[src/common/csf_pkg.sv]
// Shared constants, types and register map of the codec frame-sync slave.
// Assumes a 32-bit classic Wishbone host and an external codec driving
// the bit clock and the frame sync.
//
// Functional notes
// - With the frame-sync direction set to input the block is a slave and the codec paces every transfer.
// - The frame-sync mode field picks multichannel, I2S-style or AC-Link handling of the sync input.
// - Multichannel: a frame starts one bit-clock cycle after the sync is sampled high.
// - Multichannel: a sampled sync pulse resets the frame generator counters.
// - I2S-style: a word starts one bit-clock cycle after a sampled edge of either sense on the sync.
// - I2S-style: a sampled sync edge when no frame is running resets the frame generator counters.
// - AC-Link: the tag slot and data slots start one bit-clock cycle after the sync is sampled high.
// - Frame length follows the programmed frame length and word size settings.
// - A valid sync yields one complete frame unless slave mode is left before the frame ends.
// - Sync events during a frame are ignored until the frame completes.
`default_nettype none

package csf_pkg;

  // ****************************************
  // Register map
  // ****************************************
  localparam logic [7:0] ADDR_CTRL = 8'h00;
  localparam logic [7:0] ADDR_STATUS = 8'h04;
  localparam logic [7:0] ADDR_TXDATA = 8'h08;
  localparam logic [7:0] ADDR_RXDATA = 8'h0c;
  localparam logic [31:0] CTRL_RST = 32'h0000_00f2;
  localparam int CTRL_W = 12;

  localparam int ST_BUSY_BIT = 0;
  localparam int ST_RXV_BIT = 1;
  localparam int ST_OVR_BIT = 2;
  localparam int ST_UNF_BIT = 3;
  localparam int ST_FULL_BIT = 4;
  localparam int ST_EMPTY_BIT = 5;

  // ****************************************
  // Data path
  // ****************************************
  localparam int WORD_W = 16;
  localparam logic [3:0] WORD_SIZE_MAX = 4'hf;

  // ****************************************
  // Types
  // ****************************************
  typedef enum logic [1:0] {
    FSM_MULTI = 2'h0,
    FSM_I2S = 2'h1,
    FSM_ACLINK = 2'h2
  } csf_mode_t;

  typedef struct packed {
    logic [3:0] frame_gen_length;
    logic [3:0] word_size;
    logic [1:0] fsync_mode;
    logic fsync_direction;
    logic enable;
  } csf_cfg_t;

  typedef struct packed {
    logic sck;
    logic fsync;
    logic sdi;
  } csf_pins_t;

  typedef enum logic [2:0] {
    ST_IDLE = 3'b001,
    ST_ARMED = 3'b010,
    ST_XFER = 3'b100
  } csf_state_t;

endpackage : csf_pkg

`default_nettype wire

[src/rtl/csf_sync3.sv]
// Three-stage input synchroniser with agreement filter.
// Assumes an asynchronous input; output is a clean level on clk_in.
`default_nettype none

module csf_sync3 (
  input wire logic clk_in,
  input wire logic rst_in,
  input wire logic d_in,
  output logic q_out
);

  logic [2:0] stage;
  logic q;
  logic [2:0] next_stage;
  logic next_q;

  // ****************************************
  // Next state
  // ****************************************
  // First stage feeds only the second, to keep metastability contained
  always_comb begin
    next_stage = {stage[1:0], d_in};
    next_q = q;
    if (stage[1] == stage[2]) begin
      next_q = stage[2];
    end
  end

  always_ff @(posedge clk_in or posedge rst_in) begin
    if (rst_in) begin
      stage <= 3'h0;
      q <= 1'b0;
    end else begin
      stage <= next_stage;
      q <= next_q;
    end
  end

  assign q_out = q;

endmodule : csf_sync3

`default_nettype wire

[src/rtl/csf_fifo2.sv]
// Two-entry word buffer with valid/ready on both sides.
// Assumes both sides on clk_in.
`default_nettype none

module csf_fifo2 (
  input wire logic clk_in,
  input wire logic rst_in,
  input wire logic in_valid_in,
  output logic in_ready_out,
  input wire logic [csf_pkg::WORD_W-1:0] in_data_in,
  output logic out_valid_out,
  input wire logic out_ready_in,
  output logic [csf_pkg::WORD_W-1:0] out_data_out
);

  logic [csf_pkg::WORD_W-1:0] mem [0:1];
  logic wptr;
  logic rptr;
  logic [1:0] count;
  logic [csf_pkg::WORD_W-1:0] next_mem [0:1];
  logic next_wptr;
  logic next_rptr;
  logic [1:0] next_count;
  logic push;
  logic pop;

  always_comb begin
    push = in_valid_in & (count != 2'h2);
    pop = out_ready_in & (count != 2'h0);
    next_mem[0] = mem[0];
    next_mem[1] = mem[1];
    next_wptr = wptr;
    next_rptr = rptr;
    next_count = count;
    if (push) begin
      next_mem[wptr] = in_data_in;
      next_wptr = ~wptr;
    end
    if (pop) begin
      next_rptr = ~rptr;
    end
    if (push & ~pop) begin
      next_count = count + 2'h1;
    end else if (pop & ~push) begin
      next_count = count - 2'h1;
    end
  end

  always_ff @(posedge clk_in or posedge rst_in) begin
    if (rst_in) begin
      mem[0] <= '0;
      mem[1] <= '0;
      wptr <= 1'b0;
      rptr <= 1'b0;
      count <= 2'h0;
    end else begin
      mem[0] <= next_mem[0];
      mem[1] <= next_mem[1];
      wptr <= next_wptr;
      rptr <= next_rptr;
      count <= next_count;
    end
  end

  assign in_ready_out = (count != 2'h2);
  assign out_valid_out = (count != 2'h0);
  assign out_data_out = mem[rptr];

endmodule : csf_fifo2

`default_nettype wire

[src/rtl/csf_slave.sv]
// Frame-sync slave serial codec interface with Wishbone registers.
// Assumes a classic Wishbone master on clk_in and a codec that drives
// the bit clock and frame sync, both sampled here as async inputs.
`default_nettype none

module csf_slave (
  input wire logic clk_in,
  input wire logic rst_in,
  input wire logic wb_cyc_in,
  input wire logic wb_stb_in,
  input wire logic wb_we_in,
  input wire logic [7:0] wb_adr_in,
  input wire logic [3:0] wb_sel_in,
  input wire logic [31:0] wb_dat_in,
  output logic [31:0] wb_dat_out,
  output logic wb_ack_out,
  input wire logic serial_bit_clock_in,
  input wire logic frame_sync_pin_in,
  input wire logic serial_data_in,
  output logic serial_data_out
);

  // ****************************************
  // Pin synchronisers
  // ****************************************
  csf_pkg::csf_pins_t pins;

  csf_sync3 u_sync_sck (
    .clk_in(clk_in),
    .rst_in(rst_in),
    .d_in(serial_bit_clock_in),
    .q_out(pins.sck)
  );

  csf_sync3 u_sync_fs (
    .clk_in(clk_in),
    .rst_in(rst_in),
    .d_in(frame_sync_pin_in),
    .q_out(pins.fsync)
  );

  csf_sync3 u_sync_sdi (
    .clk_in(clk_in),
    .rst_in(rst_in),
    .d_in(serial_data_in),
    .q_out(pins.sdi)
  );

  // ****************************************
  // Declarations
  // ****************************************
  logic [31:0] ctrl;
  csf_pkg::csf_cfg_t cfg;
  logic ack;
  logic [31:0] dat;
  logic rx_valid;
  logic rx_overrun;
  logic tx_underflow;
  logic [csf_pkg::WORD_W-1:0] rx_data;
  logic [31:0] next_ctrl;
  logic next_ack;
  logic [31:0] next_dat;
  logic next_rx_valid;
  logic next_rx_overrun;
  logic next_tx_underflow;
  logic [csf_pkg::WORD_W-1:0] next_rx_data;

  csf_pkg::csf_state_t state;
  csf_pkg::csf_state_t next_state;
  logic sck_prev;
  logic fs_prev;
  logic [3:0] bit_cnt;
  logic [3:0] word_cnt;
  logic [csf_pkg::WORD_W-1:0] tx_shift;
  logic [csf_pkg::WORD_W-1:0] rx_shift;
  logic sdo;
  logic rx_push;
  logic unf_evt;
  logic next_sck_prev;
  logic next_fs_prev;
  logic [3:0] next_bit_cnt;
  logic [3:0] next_word_cnt;
  logic [csf_pkg::WORD_W-1:0] next_tx_shift;
  logic [csf_pkg::WORD_W-1:0] next_rx_shift;
  logic next_sdo;
  logic next_rx_push;
  logic next_unf_evt;

  logic req;
  logic tx_wr;
  logic fifo_in_ready;
  logic fifo_out_valid;
  logic fifo_pop;
  logic [csf_pkg::WORD_W-1:0] fifo_out_data;
  logic sck_rise;
  logic slave_on;
  logic fs_evt;
  logic step;
  logic last_bit;
  logic last_word;
  logic [csf_pkg::WORD_W-1:0] load_word;
  logic [csf_pkg::WORD_W-1:0] rx_base;
  logic [csf_pkg::WORD_W-1:0] rx_next_word;
  logic [3:0] align;

  assign cfg = csf_pkg::csf_cfg_t'(ctrl[csf_pkg::CTRL_W-1:0]);

  // ****************************************
  // Transmit buffer
  // ****************************************
  // A full buffer withholds the bus ack, so software stalls, not drops
  csf_fifo2 u_txbuf (
    .clk_in(clk_in),
    .rst_in(rst_in),
    .in_valid_in(tx_wr),
    .in_ready_out(fifo_in_ready),
    .in_data_in(wb_dat_in[csf_pkg::WORD_W-1:0]),
    .out_valid_out(fifo_out_valid),
    .out_ready_in(fifo_pop),
    .out_data_out(fifo_out_data)
  );

  // ****************************************
  // Register bus
  // ****************************************
  always_comb begin
    req = wb_cyc_in & wb_stb_in & ~ack;
    tx_wr = req & wb_we_in & (wb_adr_in == csf_pkg::ADDR_TXDATA) &
            (wb_sel_in[1:0] != 2'h0);
    next_ctrl = ctrl;
    next_ack = req & ~(tx_wr & ~fifo_in_ready);
    next_dat = 32'h0000_0000;
    next_rx_data = rx_data;
    next_rx_valid = rx_valid;
    next_rx_overrun = rx_overrun;
    next_tx_underflow = tx_underflow;
    if (next_ack & wb_we_in) begin
      if (wb_adr_in == csf_pkg::ADDR_CTRL) begin
        if (wb_sel_in[0]) begin
          next_ctrl[7:0] = wb_dat_in[7:0];
        end
        if (wb_sel_in[1]) begin
          next_ctrl[11:8] = wb_dat_in[11:8];
        end
      end
      if ((wb_adr_in == csf_pkg::ADDR_STATUS) & wb_sel_in[0]) begin
        if (wb_dat_in[csf_pkg::ST_OVR_BIT]) begin
          next_rx_overrun = 1'b0;
        end
        if (wb_dat_in[csf_pkg::ST_UNF_BIT]) begin
          next_tx_underflow = 1'b0;
        end
      end
    end
    if (next_ack & ~wb_we_in) begin
      case (wb_adr_in)
        csf_pkg::ADDR_CTRL: begin
          next_dat = {20'h00000, ctrl[csf_pkg::CTRL_W-1:0]};
        end
        csf_pkg::ADDR_STATUS: begin
          next_dat[csf_pkg::ST_BUSY_BIT] = (state != csf_pkg::ST_IDLE);
          next_dat[csf_pkg::ST_RXV_BIT] = rx_valid;
          next_dat[csf_pkg::ST_OVR_BIT] = rx_overrun;
          next_dat[csf_pkg::ST_UNF_BIT] = tx_underflow;
          next_dat[csf_pkg::ST_FULL_BIT] = ~fifo_in_ready;
          next_dat[csf_pkg::ST_EMPTY_BIT] = ~fifo_out_valid;
        end
        csf_pkg::ADDR_RXDATA: begin
          next_dat = {16'h0000, rx_data};
          next_rx_valid = 1'b0;
        end
        default: begin
          next_dat = 32'h0000_0000;
        end
      endcase
    end
    // Hardware events win over a clear in the same cycle
    if (rx_push) begin
      next_rx_data = rx_shift;
      next_rx_valid = 1'b1;
      if (rx_valid) begin
        next_rx_overrun = 1'b1;
      end
    end
    if (unf_evt) begin
      next_tx_underflow = 1'b1;
    end
  end

  always_ff @(posedge clk_in or posedge rst_in) begin
    if (rst_in) begin
      ctrl <= csf_pkg::CTRL_RST;
      ack <= 1'b0;
      dat <= 32'h0000_0000;
      rx_data <= '0;
      rx_valid <= 1'b0;
      rx_overrun <= 1'b0;
      tx_underflow <= 1'b0;
    end else begin
      ctrl <= next_ctrl;
      ack <= next_ack;
      dat <= next_dat;
      rx_data <= next_rx_data;
      rx_valid <= next_rx_valid;
      rx_overrun <= next_rx_overrun;
      tx_underflow <= next_tx_underflow;
    end
  end

  assign wb_ack_out = ack;
  assign wb_dat_out = dat;

  // ****************************************
  // Frame engine
  // ****************************************
  always_comb begin
    sck_rise = pins.sck & ~sck_prev;
    slave_on = cfg.enable & cfg.fsync_direction;
    case (cfg.fsync_mode)
      csf_pkg::FSM_I2S: begin
        fs_evt = pins.fsync ^ fs_prev;
      end
      csf_pkg::FSM_ACLINK: begin
        fs_evt = pins.fsync;
      end
      default: begin
        fs_evt = pins.fsync;
      end
    endcase
    step = sck_rise & ((state == csf_pkg::ST_ARMED) |
                       (state == csf_pkg::ST_XFER));
    last_bit = (bit_cnt == cfg.word_size);
    last_word = (word_cnt == cfg.frame_gen_length);
    fifo_pop = step & (bit_cnt == 4'h0);
    align = csf_pkg::WORD_SIZE_MAX - cfg.word_size;
    load_word = fifo_out_valid ? (fifo_out_data << align) : '0;
    rx_base = (bit_cnt == 4'h0) ? '0 : rx_shift;
    rx_next_word = {rx_base[csf_pkg::WORD_W-2:0], pins.sdi};
    next_sck_prev = pins.sck;
    next_fs_prev = fs_prev;
    next_state = state;
    next_bit_cnt = bit_cnt;
    next_word_cnt = word_cnt;
    next_tx_shift = tx_shift;
    next_rx_shift = rx_shift;
    next_sdo = sdo;
    next_rx_push = 1'b0;
    next_unf_evt = 1'b0;
    if (sck_rise) begin
      next_fs_prev = pins.fsync;
    end
    case (state)
      csf_pkg::ST_IDLE: begin
        if (sck_rise & slave_on & fs_evt) begin
          // Sync resets the generator; the frame begins next bit clock
          next_state = csf_pkg::ST_ARMED;
          next_bit_cnt = 4'h0;
          next_word_cnt = 4'h0;
        end
      end
      csf_pkg::ST_ARMED, csf_pkg::ST_XFER: begin
        if (~slave_on) begin
          // Leaving slave mode abandons the frame
          next_state = csf_pkg::ST_IDLE;
        end else if (step) begin
          next_state = csf_pkg::ST_XFER;
          next_rx_shift = rx_next_word;
          if (bit_cnt == 4'h0) begin
            next_sdo = load_word[csf_pkg::WORD_W-1];
            next_tx_shift = load_word << 1;
            next_unf_evt = ~fifo_out_valid;
          end else begin
            next_sdo = tx_shift[csf_pkg::WORD_W-1];
            next_tx_shift = tx_shift << 1;
          end
          if (last_bit) begin
            next_bit_cnt = 4'h0;
            next_rx_push = 1'b1;
            next_word_cnt = word_cnt + 4'h1;
            if (last_word) begin
              // Only the closing edge may accept the next sync
              next_word_cnt = 4'h0;
              next_state = fs_evt ? csf_pkg::ST_ARMED
                                  : csf_pkg::ST_IDLE;
            end
          end else begin
            next_bit_cnt = bit_cnt + 4'h1;
          end
        end
      end
      default: begin
        next_state = csf_pkg::ST_IDLE;
      end
    endcase
  end

  always_ff @(posedge clk_in or posedge rst_in) begin
    if (rst_in) begin
      state <= csf_pkg::ST_IDLE;
      sck_prev <= 1'b0;
      fs_prev <= 1'b0;
      bit_cnt <= 4'h0;
      word_cnt <= 4'h0;
      tx_shift <= '0;
      rx_shift <= '0;
      sdo <= 1'b0;
      rx_push <= 1'b0;
      unf_evt <= 1'b0;
    end else begin
      state <= next_state;
      sck_prev <= next_sck_prev;
      fs_prev <= next_fs_prev;
      bit_cnt <= next_bit_cnt;
      word_cnt <= next_word_cnt;
      tx_shift <= next_tx_shift;
      rx_shift <= next_rx_shift;
      sdo <= next_sdo;
      rx_push <= next_rx_push;
      unf_evt <= next_unf_evt;
    end
  end

  assign serial_data_out = sdo;

endmodule : csf_slave

`default_nettype wire

[config.mk]
export PLATFORM = sky130hd
export DESIGN_NAME = csf_slave
export DESIGN_NICKNAME = d
export VERILOG_FILES = /design/src/common/csf_pkg.sv /design/src/rtl/csf_sync3.sv /design/src/rtl/csf_fifo2.sv /design/src/rtl/csf_slave.sv
export SDC_FILE = /design/constraint.sdc
export NUM_CORES = 1
export LEC_CHECK = 0
export BUFFER_PORTS_ARGS = -buffer_cell sky130_fd_sc_hd__buf_2
export CAP_MARGIN = 20
export CORE_UTILIZATION = 55
export CTS_BUF_LIST = sky130_fd_sc_hd__clkbuf_8
export DETAILED_ROUTE_END_ITERATION = 10
export PLACE_DENSITY = 0.79
export SYNTH_ARGS = -nofsm -noshare
export SYNTH_HDL_FRONTEND = slang
export SYNTH_SLANG_ARGS = --single-unit
[constraint.sdc]
create_clock -name clk_in -period 4 [get_ports clk_in]
set_clock_uncertainty 0.05 [all_clocks]
set_input_delay 0.4 -clock clk_in [delete_from_list [all_inputs] [get_ports clk_in]]
set_output_delay 0.4 -clock clk_in [all_outputs]
set_load 0.01 [all_outputs]
==> impl_metrics.toml <==
[clock_tree]
cts.sinks = 143
post-cts-setup-buffer-count = 0
path_clk_slew_ns = 0.08
clk_path_buf_depth = 2
root_buffer = "clkbuf_8"
cts.repair.resized = 0
cts_tree = "yes"
cts_max_level = 4
numCtsBuffers = 17
clock_latency_ns = 0.44

[global_route]
busiest_layer = "met2"
antenna_found_initial = 0
grt-ovfl-total = 0
use_met3_pct = 5.59
grt_use_total_pct = 24.6
grt_pass1_vias = 4926
grt_pass1_wl_mm = 24.8
met1_usage_pct = 31.7
met2_usage_pct = 41.0
grt_max_degree = 115

[pwr]
p_per_area_nw_per_um2 = 347
peakVddDrop_uv = 327
p_leak_nw = 3.56
fin_total_pwr_mw = 2.69

[detailed_routing]
detail-route-antenna-nets = 0
wire_per_inst_um = 17.5
routed_wl_mm = 14.6
drc = 0
drt_first_pass_iters = 8
dr_total_vias = 4891
viasPerCell = 5.86
drt-initial-drc-count = 415

[synthesis]
synth_xor_area_share_pct = 1.87
synth_flop_cell = "dfrtp_1"
async_flop_share_pct = 100
synth_compound_area_share_pct = 9.46
syn_inst = 608
yosys.area_share.adder_pct = 1.14
synth-seq-cells = 143
synth_area_leaders = "dfrtp_1, mux2_2, mux4_2"
synth.avg_cell_area_um2 = 11.5
yosys.area.top_type_share_pct = 48.9
ys_types = 63
synth_area_leader_cell = "dfrtp_1"
synth_top_family_by_area = "multiplexers"
synth_edf_count = 0
syn_area_um2 = 7010
yosys_warnings = 0
ys_seq_area_share_pct = 51.2
synthSimpleGateAreaFrac_pct = 11.9
synth.area.mux_share_pct = 19.8

[finish]
diodes = 0
nNetsFinal = 710
final_layout_size_suffix_gt1_share_pct = 27.5
syn_to_final_growth_pct = 10.4
fill_cells = 989
fin_area_um2 = 7740
stdcell_count = 834
utilization_pct = 63.4
final_cell_mix = "dfrtp_1, nand2_1, mux2_2"
final_common_cell = "dfrtp_1"

[die]
initial_core_util_pct = 57.4
coreArea_um2 = 12200
die-area_um2 = 13200
boundaryPins = 86
fp.dieW_um = 115
die_height_um = 115
row_count = 40

[timing]
finalCriticalPeriod_ns = 2.78
maxSlewViolCount = 0
setup_viol = 0
hold_viol = 0
timing.hold.ws_ns = 0.154
tns_ns = 0
slew_headroom_pct = 42.8
fin_crit_sh_pct = 69.5
rsz0062_at_grt = "false"
setup_ws_ns = 1.22
maxClockFrequency_mhz = 360
max_slew.worst_pin.slew_ns = 0.850

[run_status]
outcome = "finished, final reports clean"

[worst_hold_path]
hold_start = "wb_dat_in[14]"
hold_class = "input port to flop"
holdPathStages = 2
min_to = "u_txbuf.mem[14]"

[setup_path]
slowest_stage = "or3b_1"
rr_worst_depth = 9
arrival_ns = 3.10
critPathKind = "flop to flop"
path_buf_inv = 3
cp-start-kind = "flop"
crit_chain = "inv_1, ha_1, or3b_1, buf_4, nor3b_2, buf_4, nand2_1, o221a_1, a21oi_1"
timing.rr.start = "bit_cnt[0]"
cp_max_fo = 21
required_ns = 4.33
cp_top_family = "simple AND/OR/NAND/NOR gates"
critPathMaxStageDelay_ns = 0.68
path_depth = 9
r2r_end = "tx_shift[6]"
cp-end-kind = "flop"
r2r_setup_slack_ns = 1.22
cpMostUsedCell = "buf_4"

[job]
cap_violations = 0

[placement]
dpl.cell_count = 797
gp_congestion = 0.874
pre_cts_ws_ns = 1.22
hpwl_mm = 10.3
port_buffers = 51
place_area_um2 = 7300
final cells by class:
class	instances	area, um2	area share (%)
well taps	168	210	2.72
flip-flops and latches	143	3590	46.3
repair buffers	62	364	4.70
inverters	10	41.3	0.534
clock buffers	19	262	3.38
clock inverters	12	120	1.55
multi-input cells	420	3160	40.8
worst register-to-register path, cell delays in order (launching register included):
cell and delay, ns:
dfrtp_1 0.44, inv_1 0.09, ha_1 0.14, or3b_1 0.68, buf_4 0.35, nor3b_2 0.16, buf_4 0.21, nand2_1 0.15
o221a_1 0.31, a21oi_1 0.13
power breakdown:
part	internal, mW	total (mW)	leakage (nW)	switching (mW)
Sequential	1.46	1.47	1.93	0.0131
Combinational	0.0370	0.112	1.43	0.0750
Clock	0.577	1.10	0.200	0.524
Total	2.07	2.69	3.56	0.612
sequential cells by signal (all words and copies together) (netlist names), 2 cells and up:
signal            flops
u_txbuf.mem          32
rx_data              16
rx_shift             16
wb_dat_out           16
tx_shift             15
ctrl                 12
bit_cnt               4
word_cnt              4
state                 3
u_sync_fs.stage       3
u_sync_sck.stage      3
u_sync_sdi.stage      3
u_txbuf.count         2
cells by family (layout without fill, tap and decap cells):
logic type / Yosys count / in the layout
compound gates: 103 / 103
flops: 143 / 143
fa+ha+maj: 7 / 7
simple gates: 173 / 173
other cells: 1 / 16
xor+xnor: 15 / 15
buf+inv: 60 / 103
mux: 106 / 106
cells in the mapped netlist, types with 2 or more instances:
master,count
dfrtp_1,137
nand2_1,69
mux2_2,62
nor2_1,46
o21ai_0,30
mux2i_1,24
a21oi_1,21
mux4_2,20
buf_4,18
buf_2,14
clkbuf_1,13
a22oi_1,11
inv_1,10
nand3_1,8
xor2_1,8
and2_1,7
nor4_1,7
xnor2_1,7
dfstp_2,6
nor2b_1,6
nor3_1,6
o31ai_1,6
a221oi_1,5
a31oi_1,5
nand4_1,5
ha_1,4
a22o_1,3
buf_1,3
maj3_1,3
o211ai_1,3
o22a_1,3
a211oi_1,2
a32oi_1,2
and3_1,2
buf_6,2
nand2b_1,2
o22ai_1,2
how the worst max path moves through the flow:
stage	endpoint	from
floorplan	u_txbuf.count[1]	bit_cnt[0]
global placement	u_txbuf.count[1]	bit_cnt[0]
detailed placement	tx_shift[6]	bit_cnt[0]
CTS	tx_shift[11]	bit_cnt[0]
global route	tx_shift[6]	bit_cnt[0]
finish	tx_shift[6]	bit_cnt[0]
per-layer routing:
layer | up-vias | wire [um] | share of wire, %
met3 | 26 | 753 | 5.2
met5 | - | 0 | 0
met2 | 169 | 7180 | 49
met1 | 2443 | 6330 | 43
li1 | 2253 | - | -
met4 | 0 | 325 | 2.2
timing repair:
action,in CTS,in global routing
endpoints found under the setup margin,0,0
hold buffers,4,0
hold endpoints to repair,32,0
Power figures use the tool's default switching activity.
